--- src/sfag_pkg.sv ---
package sfag_pkg;

  // Register map of the access port
  localparam logic [7:0] SFAG_CSR_ADDR = 8'h29;
  localparam logic [7:0] SFAG_ADRL_ADDR = 8'h2A;
  localparam logic [7:0] SFAG_ADRH_ADDR = 8'h2B;
  localparam logic [7:0] SFAG_DATA_ADDR = 8'h2C;
  localparam logic [7:0] SFAG_OPT_ADDR = 8'h2D;
  localparam logic [7:0] SFAG_CSR_RESET = 8'h00;
  localparam logic [7:0] SFAG_ZERO_BYTE = 8'h00;

  // Control/status field positions
  localparam int unsigned CSR_PROG_BIT = 0;
  localparam int unsigned CSR_SERASE_BIT = 1;
  localparam int unsigned CSR_MERASE_BIT = 2;
  localparam int unsigned CSR_BUSY_BIT = 3;
  localparam int unsigned CSR_REFUSE_BIT = 4;
  localparam int unsigned CSR_DONE_BIT = 5;

  // Option byte field
  localparam int unsigned OPT_PROTECT_BIT = 0;

  // Sector geometry
  localparam int unsigned SFAG_FLASH_KB_DEF = 60;
  localparam int unsigned SFAG_SECTOR_KB = 4;
  localparam logic [15:0] SFAG_SEC0_BASE = 16'hF000;
  localparam logic [15:0] SFAG_SEC1_BASE = 16'hE000;
  localparam logic [16:0] SFAG_ADDR_TOP = 17'h1_0000;
  localparam logic [1:0] SFAG_SEC0 = 2'h0;
  localparam logic [1:0] SFAG_SEC1 = 2'h1;
  localparam logic [1:0] SFAG_SEC2 = 2'h2;

  typedef enum logic [1:0] {
    OP_NONE = 2'h0,
    OP_PROG = 2'h1,
    OP_SERASE = 2'h2,
    OP_MERASE = 2'h3
  } sfag_op_e;

  typedef enum logic [2:0] {
    ST_IDLE = 3'h1,
    ST_WAIT = 3'h2,
    ST_UNPROT = 3'h4
  } sfag_state_e;

  typedef struct packed {
    sfag_op_e op;
    logic [15:0] addr;
    logic [7:0] data;
  } sfag_flash_cmd_s;

  // Number of user sectors for a given array size
  function automatic int unsigned sfag_sector_count(input int unsigned kb);
    if (kb <= SFAG_SECTOR_KB) begin
      return 1;
    end else if (kb <= 2 * SFAG_SECTOR_KB) begin
      return 2;
    end
    return 3;
  endfunction

endpackage

--- src/sfag_sector_map.sv ---
`timescale 1ns/100ps
module sfag_sector_map #(
  parameter int unsigned FLASH_KB = sfag_pkg::SFAG_FLASH_KB_DEF
) (
  input wire logic [15:0] addr,
  output logic [1:0] sector,
  output logic inMap
);
  import sfag_pkg::*;

  localparam int unsigned SEC_COUNT = sfag_sector_count(FLASH_KB);
  localparam logic [16:0] ARRAY_BASE = 17'(SFAG_ADDR_TOP - 17'(FLASH_KB * 1024));

  always_comb begin
    sector = SFAG_SEC2;
    inMap = 1'b0;
    if (addr >= SFAG_SEC0_BASE) begin
      sector = SFAG_SEC0;
      inMap = 1'b1;
    end else if (addr >= SFAG_SEC1_BASE) begin
      sector = SFAG_SEC1;
      inMap = (SEC_COUNT > 1);
    end else begin
      inMap = (SEC_COUNT > 2) && ({1'b0, addr} >= ARRAY_BASE);
    end
  end

endmodule // sfag_sector_map

--- src/sfag_top.sv ---
`timescale 1ns/100ps
// Contract
// [RQ1] Erase whole array or one sector; program one byte at a time.
// [RQ2] Sector count: 4K has sector 0, 8K has 0-1, larger has 0-2.
// [RQ3] Sectors 0 and 1 are 4K each at the top; remainder is sector 2.
// [RQ4] Sector 0 spans F000h to FFFFh, holding reset and interrupt vectors.
// [RQ5] Sector erase or program leaves all other sectors untouched.
// [RQ6] With tool or in-circuit programming, all sectors and options are writable.
// [RQ7] In-application programming refuses writes and erases to sector 0.
// [RQ8] Software must first place a boot loader in sector 0.
// [RQ9] Read-out protection blocks external reads and flash writes.
// [RQ10] Protection follows only the option byte bit, no run-time register.
// [RQ11] Removing protection first erases the whole array automatically.
// [RQ12] Low supply detector unavailable while protection is on.
// [RQ13] Tool must enter in-circuit comm mode before in-circuit programming.
// [RQ14] Tool drives reset in a session; application asserts no reset.
// [RQ15] Serial clock and data pins belong to the tool once attached.
// [RQ16] Control/status register at 0029h resets to 00h, drives operations.
// [RQ17] Refused requests complete without changing flash contents.
module sfag_top #(
  parameter int unsigned FLASH_KB = sfag_pkg::SFAG_FLASH_KB_DEF
) (
  input wire logic sys_clk,
  input wire logic rst,
  input wire logic [7:0] regAddr,
  input wire logic [7:0] regWrData,
  input wire logic regWrEn,
  input wire logic regRdEn,
  output logic [7:0] regRdData,
  input wire logic toolAttached,
  input wire logic incircuitCommMode,
  input wire logic optionStrap,
  input wire logic flashDone,
  output sfag_pkg::sfag_flash_cmd_s flashCmd,
  output logic flashCmdValid,
  output logic optionNvWr,
  output logic optionNvData,
  input wire logic extReadReq,
  output logic extReadGrant,
  output logic lowSupplyDetectorEn,
  output logic iccPinsToTool
);
  import sfag_pkg::*;

  sfag_state_e state_r;
  sfag_flash_cmd_s flashCmd_r;
  logic flashCmdValid_r;
  logic [7:0] addrLo_r;
  logic [7:0] addrHi_r;
  logic [7:0] data_r;
  logic protect_r;
  logic loaded_r;
  logic refuse_r;
  logic done_r;
  logic optionNvWr_r;
  logic optionNvData_r;
  logic extReadGrant_r;
  logic lsdEn_r;
  logic pinsToTool_r;
  logic [7:0] regRdData_r;

  logic [15:0] targetAddr;
  logic [1:0] targetSector;
  logic targetInMap;
  logic privileged;
  logic csrWr;
  logic optWr;
  logic ready;
  sfag_op_e reqOp;
  logic refuseNow;
  logic acceptOp;
  logic unprotStart;
  logic optDirect;
  logic newProtect;

  assign targetAddr = {addrHi_r, addrLo_r};

  sfag_sector_map #(
    .FLASH_KB(FLASH_KB)
  ) u_map (
    .addr(targetAddr),
    .sector(targetSector),
    .inMap(targetInMap)
  );

  // Only a tool-driven session in comm mode may touch sector 0 or options
  assign privileged = toolAttached && incircuitCommMode; // RQ6 RQ13
  assign csrWr = regWrEn && (regAddr == SFAG_CSR_ADDR);
  assign optWr = regWrEn && (regAddr == SFAG_OPT_ADDR);
  assign ready = loaded_r && (state_r == ST_IDLE);
  assign newProtect = regWrData[OPT_PROTECT_BIT];

  // Mass erase outranks sector erase, which outranks program
  always_comb begin
    reqOp = OP_NONE;
    if (csrWr && regWrData[CSR_MERASE_BIT]) begin
      reqOp = OP_MERASE; // RQ1
    end else if (csrWr && regWrData[CSR_SERASE_BIT]) begin
      reqOp = OP_SERASE; // RQ1
    end else if (csrWr && regWrData[CSR_PROG_BIT]) begin
      reqOp = OP_PROG; // RQ1
    end
  end

  function automatic logic opRefused(input sfag_op_e op, input logic prot,
                                     input logic priv, input logic [1:0] sec,
                                     input logic inMap);
    logic r;
    r = 1'b0;
    if (op != OP_NONE) begin
      if (prot) begin
        r = 1'b1; // RQ9
      end else if (op == OP_MERASE) begin
        r = !priv; // RQ7
      end else begin
        r = !inMap || (!priv && (sec == SFAG_SEC0)); // RQ2 RQ7
      end
    end
    return r;
  endfunction

  assign refuseNow = ready && opRefused(reqOp, protect_r, privileged,
                                        targetSector, targetInMap);
  assign acceptOp = ready && (reqOp != OP_NONE) && !refuseNow;
  // Option byte writes outside a privileged session are refused too
  assign unprotStart = ready && (reqOp == OP_NONE) && optWr && privileged
                       && protect_r && !newProtect; // RQ11
  assign optDirect = ready && (reqOp == OP_NONE) && optWr && privileged
                     && !(protect_r && !newProtect); // RQ6

  // Sequencer
  always_ff @(posedge sys_clk) begin
    if (rst) begin
      state_r <= ST_IDLE;
    end else begin
      unique case (state_r)
        ST_IDLE: begin
          if (acceptOp) begin
            state_r <= ST_WAIT;
          end else if (unprotStart) begin
            state_r <= ST_UNPROT; // RQ11
          end
        end
        ST_WAIT: begin
          if (flashDone) begin
            state_r <= ST_IDLE;
          end
        end
        ST_UNPROT: begin
          if (flashDone) begin
            state_r <= ST_IDLE;
          end
        end
        default: begin
          state_r <= ST_IDLE;
        end
      endcase
    end
  end

  // Command toward the array: one address per command keeps others intact
  always_ff @(posedge sys_clk) begin
    if (rst) begin
      flashCmd_r <= '0;
      flashCmdValid_r <= 1'b0;
    end else begin
      flashCmdValid_r <= 1'b0;
      if (acceptOp) begin
        flashCmd_r.op <= reqOp; // RQ5
        flashCmd_r.addr <= targetAddr; // RQ3 RQ4
        flashCmd_r.data <= data_r;
        flashCmdValid_r <= 1'b1;
      end else if (unprotStart) begin
        flashCmd_r.op <= OP_MERASE; // RQ11
        flashCmd_r.addr <= SFAG_SEC0_BASE;
        flashCmd_r.data <= SFAG_ZERO_BYTE;
        flashCmdValid_r <= 1'b1;
      end
    end
  end

  // Address and data staging registers
  always_ff @(posedge sys_clk) begin
    if (rst) begin
      addrLo_r <= SFAG_ZERO_BYTE;
      addrHi_r <= SFAG_ZERO_BYTE;
      data_r <= SFAG_ZERO_BYTE;
    end else if (regWrEn) begin
      if (regAddr == SFAG_ADRL_ADDR) begin
        addrLo_r <= regWrData;
      end
      if (regAddr == SFAG_ADRH_ADDR) begin
        addrHi_r <= regWrData;
      end
      if (regAddr == SFAG_DATA_ADDR) begin
        data_r <= regWrData;
      end
    end
  end

  // Protection comes only from the option byte; strap is caught after reset
  always_ff @(posedge sys_clk) begin
    if (rst) begin
      protect_r <= 1'b0;
      loaded_r <= 1'b0;
      optionNvWr_r <= 1'b0;
      optionNvData_r <= 1'b0;
    end else begin
      optionNvWr_r <= 1'b0;
      if (!loaded_r) begin
        protect_r <= optionStrap; // RQ10
        optionNvData_r <= optionStrap;
        loaded_r <= 1'b1;
      end else if (optDirect) begin
        protect_r <= newProtect; // RQ10
        optionNvData_r <= newProtect;
        optionNvWr_r <= 1'b1;
      end else if ((state_r == ST_UNPROT) && flashDone) begin
        // Protection drops only once the array is blank
        protect_r <= 1'b0; // RQ11
        optionNvData_r <= 1'b0;
        optionNvWr_r <= 1'b1;
      end
    end
  end

  // Sticky status flags; a new event beats a same-cycle clear
  always_ff @(posedge sys_clk) begin
    if (rst) begin
      refuse_r <= 1'b0;
      done_r <= 1'b0;
    end else begin
      if (refuseNow || (ready && optWr && !privileged)) begin
        refuse_r <= 1'b1; // RQ17
      end else if (csrWr && regWrData[CSR_REFUSE_BIT]) begin
        refuse_r <= 1'b0;
      end
      if ((state_r != ST_IDLE) && flashDone) begin
        done_r <= 1'b1;
      end else if (csrWr && regWrData[CSR_DONE_BIT]) begin
        done_r <= 1'b0;
      end
    end
  end

  // Side controls that follow protection and tool presence
  always_ff @(posedge sys_clk) begin
    if (rst) begin
      extReadGrant_r <= 1'b0;
      lsdEn_r <= 1'b0;
      pinsToTool_r <= 1'b0;
    end else begin
      extReadGrant_r <= extReadReq && loaded_r && !protect_r; // RQ9
      lsdEn_r <= loaded_r && !protect_r; // RQ12
      pinsToTool_r <= toolAttached; // RQ15
    end
  end

  // Read port: data stand only in the cycle after the strobe
  always_ff @(posedge sys_clk) begin
    if (rst) begin
      regRdData_r <= SFAG_CSR_RESET; // RQ16
    end else begin
      regRdData_r <= SFAG_ZERO_BYTE;
      if (regRdEn) begin
        unique case (regAddr)
          SFAG_CSR_ADDR: begin
            regRdData_r[CSR_BUSY_BIT] <= !ready; // RQ16
            regRdData_r[CSR_REFUSE_BIT] <= refuse_r;
            regRdData_r[CSR_DONE_BIT] <= done_r;
          end
          SFAG_ADRL_ADDR: begin
            regRdData_r <= addrLo_r;
          end
          SFAG_ADRH_ADDR: begin
            regRdData_r <= addrHi_r;
          end
          SFAG_DATA_ADDR: begin
            regRdData_r <= data_r;
          end
          SFAG_OPT_ADDR: begin
            regRdData_r[OPT_PROTECT_BIT] <= protect_r; // RQ10
          end
          default: begin
            regRdData_r <= SFAG_ZERO_BYTE;
          end
        endcase
      end
    end
  end

  assign regRdData = regRdData_r;
  assign flashCmd = flashCmd_r;
  assign flashCmdValid = flashCmdValid_r;
  assign optionNvWr = optionNvWr_r;
  assign optionNvData = optionNvData_r;
  assign extReadGrant = extReadGrant_r;
  assign lowSupplyDetectorEn = lsdEn_r;
  assign iccPinsToTool = pinsToTool_r;
endmodule // sfag_top

--- config.mk ---
export PLATFORM = sky130hd
export DESIGN_NAME = sfag_top
export DESIGN_NICKNAME = d
export VERILOG_FILES = /design/src/sfag_pkg.sv /design/src/sfag_sector_map.sv /design/src/sfag_top.sv
export SDC_FILE = /design/constraint.sdc
export NUM_CORES = 1
export LEC_CHECK = 0
export BUFFER_PORTS_ARGS = -buffer_cell sky130_fd_sc_hd__buf_2
export CAP_MARGIN = 20
export CORE_MARGIN = 1.5
export CORE_UTILIZATION = 45
export CTS_CLUSTER_SIZE = 20
export DETAILED_ROUTE_END_ITERATION = 10
export GPL_TIMING_DRIVEN = 0
export PLACE_DENSITY_LB_ADDON = 0.05
export SLEW_MARGIN = 20
export SYNTH_ARGS = -nofsm -noshare
export SYNTH_HDL_FRONTEND = slang
export SYNTH_SLANG_ARGS = --single-unit
--- constraint.sdc ---
create_clock -name sys_clk -period 3.4 [get_ports sys_clk]
set_clock_uncertainty 0.05 [all_clocks]
set_input_delay 0.17 -clock sys_clk [delete_from_list [all_inputs] [get_ports sys_clk]]
set_output_delay 0.17 -clock sys_clk [all_outputs]
set_load 0.03 [all_outputs]
Word level (Yosys, flattened, before mapping)
Cells that the tools add are included.
Widths: inputs -> output; s select.
- register bits after elaboration: 70
- bits of input ports: 25
- output and inout bits: 40
- word-level logic and storage cells: 116
- order comparisons: 3
- equality and inequality tests: 13
- muxes and demuxes: 32
- bitwise gates (word level): 2
- reductions and logical operators: 49
- operators with widths (operator ; number):
    $mux 26 ; 2
    $eq 8x6->1 const B ; 5
    $ge 16x16->1 const B ; 2
    $logic_and 1x1->1 ; 27
    $mux 1 ; 18
    $ge 16x13->1 const B ; 1
    $pmux 2 s3 ; 2
    $pmux 3 s4 ; 1
    $mux 3 ; 3
    $mux 2 ; 4
    $reduce_and 2->1 ; 4
    $reduce_bool 2->1 ; 4
    $logic_not 1->1 ; 7
    $ne 3x1->1 const B ; 2
    $pmux 3 s2 ; 1
    $reduce_or 2->1 ; 3
    $logic_not 2->1 ; 2
    $pmux 1 s4 ; 1
    $eq 3x1->1 const B ; 1
    $eq 3x2->1 const B ; 1
    $eq 3x3->1 const B ; 1
    $ne 3x3->1 const B ; 1
    $eq 2x2->1 const B ; 1
    $logic_or 1x1->1 ; 2
    other kinds (2) ; 3

Depth between registers and ports, before layout
- depth in word-level cells: 15
- mapped depth: 9
- gate-level depth less buffers: 5

Hierarchy
Synthesis repeated with hierarchy kept, for this count alone.
- cell total of the unflattened synthesis: 279
- area total of the unflattened synthesis: 2747.6 um2
- by module, submodules not included (module ; instances ; cells each ; area each (um2) ; sequential area each (um2)):
    sfag_top ; 1 ; 276 ; 2723.9 ; 1401.3
    sfag_sector_map ; 1 ; 3 ; 23.8 ; 0.0

Least setup slack after synthesis
OpenSTA, ideal clock, no wires.
- path type: input port to flip-flop
- start point: in regAddr[0]
- end point: reg flashCmd_r, in the netlist flashCmd[16]
- library setup time: 116 ps
- arrival time: 2007 ps
- data required time: 3234 ps
- setup slack: 1226 ps
- stages on the path: 8
- path buffers: 3
- cells stage by stage: buf_4 -> or3b_1 -> nor3_4 -> a31oi_4 -> or3_1 -> buf_6 -> buf_6 -> a41o_1
- cells in the longest elaborated chain, start to end: 14
- elaborated cells between the ends (all ways): 27
- classes of those cells: eq/ne: 3; mux: 7; reduce/logical: 17
- RTL lines (what ; line ; text):
    start, declared ; sfag_top.sv:25 ; input wire logic [7:0] regAddr,
    $eq 8x6->1 ; sfag_top.sv:88 ; assign csrWr = regWrEn && (regAddr == SFAG_CSR_ADDR);
    $logic_and 1x1->1 ; sfag_top.sv:88 ;
    $logic_and 1x1->1 ; sfag_top.sv:100 ; end else if (csrWr && regWrData[CSR_PROG_BIT]) begin
    $mux 1 ; sfag_top.sv:100 ;
    $mux 2 ; sfag_top.sv:98 ; end else if (csrWr && regWrData[CSR_SERASE_BIT]) begin
    $mux 2 ; sfag_top.sv:96 ; if (csrWr && regWrData[CSR_MERASE_BIT]) begin
    $eq 2x2->1 ; sfag_top.sv:113 ; end else if (op == OP_MERASE) begin
    $mux 1 ; sfag_top.sv:113 ;
    $mux 1 ; sfag_top.sv:111 ; if (prot) begin
    $mux 1 ; sfag_top.sv:110 ; if (op != OP_NONE) begin
    $logic_and 1x1->1 ; sfag_top.sv:122 ; assign refuseNow = ready && opRefused(reqOp, protect_r, privileged,
    $logic_not 1->1 ; sfag_top.sv:124 ; assign acceptOp = ready && (reqOp != OP_NONE) && !refuseNow;
    $logic_and 1x1->1 ; sfag_top.sv:124 ;
    $mux 26 / $reduce_bool 2->1 (equally long branches) ; n/a ;
    end, declared ; sfag_top.sv:46 ; sfag_flash_cmd_s flashCmd_r;
Parallel ways exist; a longest one is shown, timed or not.
A chain may end at the register's enable or synchronous reset.

Final worst setup path
- start point: reg state_r[0]
- end point: reg flashCmd_r, in the netlist flashCmd[4]
- cells in the longest elaborated chain, start to end: 8
- elaborated cells between the ends (all ways): 13
- classes of those cells: eq/ne: 1; mux: 1; reduce/logical: 11
- RTL lines (what ; line ; text):
    start, declared ; sfag_top.sv:45 ; sfag_state_e state_r;
    start signal, assigned ; sfag_top.sv:134 ; state_r <= ST_IDLE;
    start signal, assigned ; sfag_top.sv:139 ; state_r <= ST_WAIT;
    start signal, assigned ; sfag_top.sv:141 ; state_r <= ST_UNPROT;
    $eq 3x1->1 * ; sfag_top.sv:90 ; assign ready = loaded_r && (state_r == ST_IDLE);
    $logic_and 1x1->1 * ; sfag_top.sv:90 ;
    $logic_and 1x1->1 (3 in a row) ; sfag_top.sv:126 ; assign unprotStart = ready && (reqOp == OP_NONE) && optWr && privileged
    $logic_and 1x1->1 (2 in a row) ; sfag_top.sv:127 ; && protect_r && !newProtect;
    $reduce_bool 2->1 (no line) ; n/a ;
Every way passes the cells marked *; elsewhere a longest branch is shown, timed or not.

==> metrics.md <==
| Metric | Value |
|---|---|
| VDD IR max | ~0.27 mV |
| #FFs+latches synth | 70 |
| Worst Hold Slack | approximately 0.021 ns |
| # setup viols final | 0 |
| Clock Latency Late Sink | approximately 0.35 ns |
| Mapped Area | about 3100 µm² |
| Total CTS buffers | 9 |
| Crit path max fanout | 10 |
| Number of DRC markers in iteration 0 | ~110 |
| Cell leakage power | around 1.5 nW |
| Slew headroom | 0.3777 |
| Standard-cell rows | 29 |
| Detailed Route WL | 8.292 mm |
| Area Growth Syn to Fin | 20.59% |
| Post-synth cell types | 42 |
| Layout cells sized above 1 | 0.2157 |
| Antenna diodes | 0 |
| Simple-Gate Fraction of Synth Area | 0.2358 |
| Root Driver | clkbuf_8 |
| Vias in the first global route | 2665 |
| Most used DFF post-synth | dfxtp_1 |
| Part of the cycle the worst path needs | 0.7051 |
| Clk pin slew, worst setup/hold paths | approximately 0.08 ns |
| Deepest clock path buffer count | 2 |
| Io pins | 65 |
| Largest net degree at the start of global routing | 12 |
| Max Clock Freq | 417.1 MHz |
| Syn Area/Cell | 9.244 µm² |
| Fin. Hold Viols | 0 |
| Setup TNS | 0 ns |
| Largest family of logic cells by synthesized area | simple AND/OR/NAND/NOR gates |
| CTS tree | yes |
| Initial Util | 0.4723 |
| Vias per cell | approximately 5.7 |
| Yosys warns | 0 |
| # DRC | 4 |
| DIE AREA | ~7300 µm² |
| Cells after Synth | 330 |
| GRT Total Usage | 0.2435 |
| Dpl hpwl | 6.086 mm |
| Via Count | between 2000 and 3000 |
| Core box area | between 6000 and 7000 µm² |
| Total power | between 1.5 and 2 mW |
| RSZ-0062 raised after global routing | no |
| Adder-Cell Fraction of Synth Area | 0 |
| First-pass GRT wire length | 13.63 mm |
| Crit start category | flop |
| Avg WL per Cell | ~17 µm |
| Multi-input logic area | 1506 µm² |
| Die X | around 85 µm |
| Port Buffers | 61 |
| Gpl congestion | 0.8179 |
| Failing checks | design-rule violations |
| Antenna-violating nets left | 0 |
| Post-Syn Nets | 355 |
| Final Max Slew Viols | 0 |
| Hold WC Path Type | in -> reg |
| P per Cell Area | 450.8 nW/µm² |
| Clock sink count | 70 |
| Mux contribution to synthesized area | 0.1050 |
| Die Ht | between 80 and 90 µm |
| CP endpoint kind | flop |
| Sequential area share after synthesis | 0.4594 |
| Min Clock Period, post-route | roughly 2.4 ns |
| Fillers | 620 |
| Register area | roughly 1400 µm² |
| CP arrival | approximately 2.6 ns |
| PostCTS Resize Cnt | 0 |
| Final nets | about 430 |
| Synth Area in XOR/XNOR | 0 |
| CTS Hold Bufs | 1 |
| # H-tree levels | 3 |
| Number of max-cap violations | 0 |
| Worst Path Required | 3.59 ns |
| Run status | finished with violations |
| Setup bufs post-CTS | 0 |
| Drt pass-1 iters | 7 |
| Asr flop ratio synth | 0 |
| Grt total ovfl | 0 |
| Compound-Gate Fraction of Synth Area | 0.1530 |
| Kind of critical path | reg -> reg |
| Antenna violations before repair | 0 |
| Worst Tran Pin Value | roughly 0.93 ns |
| Post-synth EDFFs | 0 |
[metal layers]
layer  vias to the layer above  track usage  routed length (µm)
met5                         -            0                   0
met4                         0       0.1100                 164
met3                        13      0.05447                 348
met2                        51       0.3997                3927
met1                      1333       0.3062                3852
li1                       1354            -                   -
[report_power, final]
group | switching [mW] | internal [mW] | total, mW
Clock | 0.313 | 0.434 | 0.748
Combinational | 0.0576 | 0.0270 | 0.0846
Sequential | 0.00310 | 0.823 | 0.826
Total | 0.374 | 1.28 | 1.66
[placed cells by master, fill, tap and decap left out, types with 2 or more instances in the layout]
cell | netlist | routed
dfxtp_1 | 70 | 70
nor3_1 | 2 | 2
a21oi_1 | 14 | 14
o22a_1 | 3 | 3
nand2b_1 | 2 | 2
a41o_1 | 20 | 20
clkbuf_1 | 18 | 21
nor2_1 | 51 | 51
nand3b_1 | 3 | 3
bufinv_16 | 0 | 2
nand4b_1 | 2 | 2
a31o_1 | 2 | 2
a211oi_1 | 7 | 7
a22oi_1 | 4 | 4
o21ai_0 | 3 | 3
nor2b_1 | 7 | 7
buf_2 | 3 | 64
buf_6 | 2 | 2
nor4_1 | 27 | 27
buf_1 | 3 | 3
nor3_2 | 2 | 2
nand4_1 | 2 | 2
inv_1 | 4 | 4
or3b_1 | 2 | 2
clkbuf_8 | 0 | 10
mux2i_1 | 32 | 32
nand2_1 | 28 | 28
[cells by family (layout without fill, tap and decap cells)]
kind of cell / Yosys count / count (layout)
AO/OA/AOI/OAI: 56 / 56
buffers and inverters: 32 / 110
flip-flops: 70 / 70
multiplexers: 32 / 32
AND/OR/NAND/NOR: 140 / 140
[worst max-delay path: stages, from the launching register on]
cell and delay, ns:
dfxtp_1 0.36, or3b_2 0.50, nor2_1 0.24, o311ai_4 0.23, or3_1 0.39, buf_6 0.16
buf_6 0.14, a41o_1 0.22
[cell usage after synthesis, types with 3 or more instances]
library cell | n | share of area
a211oi_1 | 7 | 0.017
a21oi_1 | 14 | 0.023
a22oi_1 | 4 | 0.0098
a41o_1 | 20 | 0.066
buf_1 | 3 | 0.0037
buf_2 | 3 | 0.0049
clkbuf_1 | 18 | 0.022
dfxtp_1 | 70 | 0.46
inv_1 | 4 | 0.0049
mux2i_1 | 32 | 0.11
nand2_1 | 28 | 0.034
nand3b_1 | 3 | 0.0074
nor2_1 | 51 | 0.063
nor2b_1 | 7 | 0.014
nor4_1 | 27 | 0.055
o21ai_0 | 3 | 0.0049
o22a_1 | 3 | 0.0086
[path summary, 6_finish.rpt]
path	from	endpoint	slack [ns]	depth (start not counted)
worst max-delay path	state_r[0]$_SDFFE_PP1P_	flashCmd[4]$_SDFFE_PP0P_	1.00	7
worst min-delay path	toolAttached	iccPinsToTool$_SDFF_PP0_	0.02	2
worst max register to register	state_r[0]$_SDFFE_PP1P_	flashCmd[4]$_SDFFE_PP0P_	1.00	7
worst min register to register	flashCmd[18]$_SDFFE_PP0P_	flashCmd[18]$_SDFFE_PP0P_	0.44	1
[through the flow]
stage | cell area [µm²] | std cells | utilization | setup slack, ns
5_1_grt | 3679 | 485 | 0.5695 | 0.9031
3_3_place_gp | 3452 | 468 | 0.5345 | 0.9362
2_1_floorplan | 3050 | 330 | - | 1.226
3_5_place_dp | 3452 | 468 | 0.5345 | 0.9381
4_1_cts | 3679 | 485 | 0.5695 | 1.020
6_report | 3679 | 485 | 0.5695 | 1.003
[state kept, by name, summed over array words and instances (netlist names), 3 cells and up]
signal / flops
flashCmd: 26
addrHi_r: 8
addrLo_r: 8
data_r: 8
regRdData: 8
state_r: 3
[layout make-up]
type | instances | area share
buffer | 27 | 0.03367
clock buffer | 13 | 0.04048
clock inverter | 3 | 0.01837
inverter | 5 | 0.005102
multi-input combinational | 228 | 0.4095
sequential | 70 | 0.3810
tap | 77 | 0.02619
timing repair buffer | 62 | 0.08571
Power figures use the tool's default switching activity.
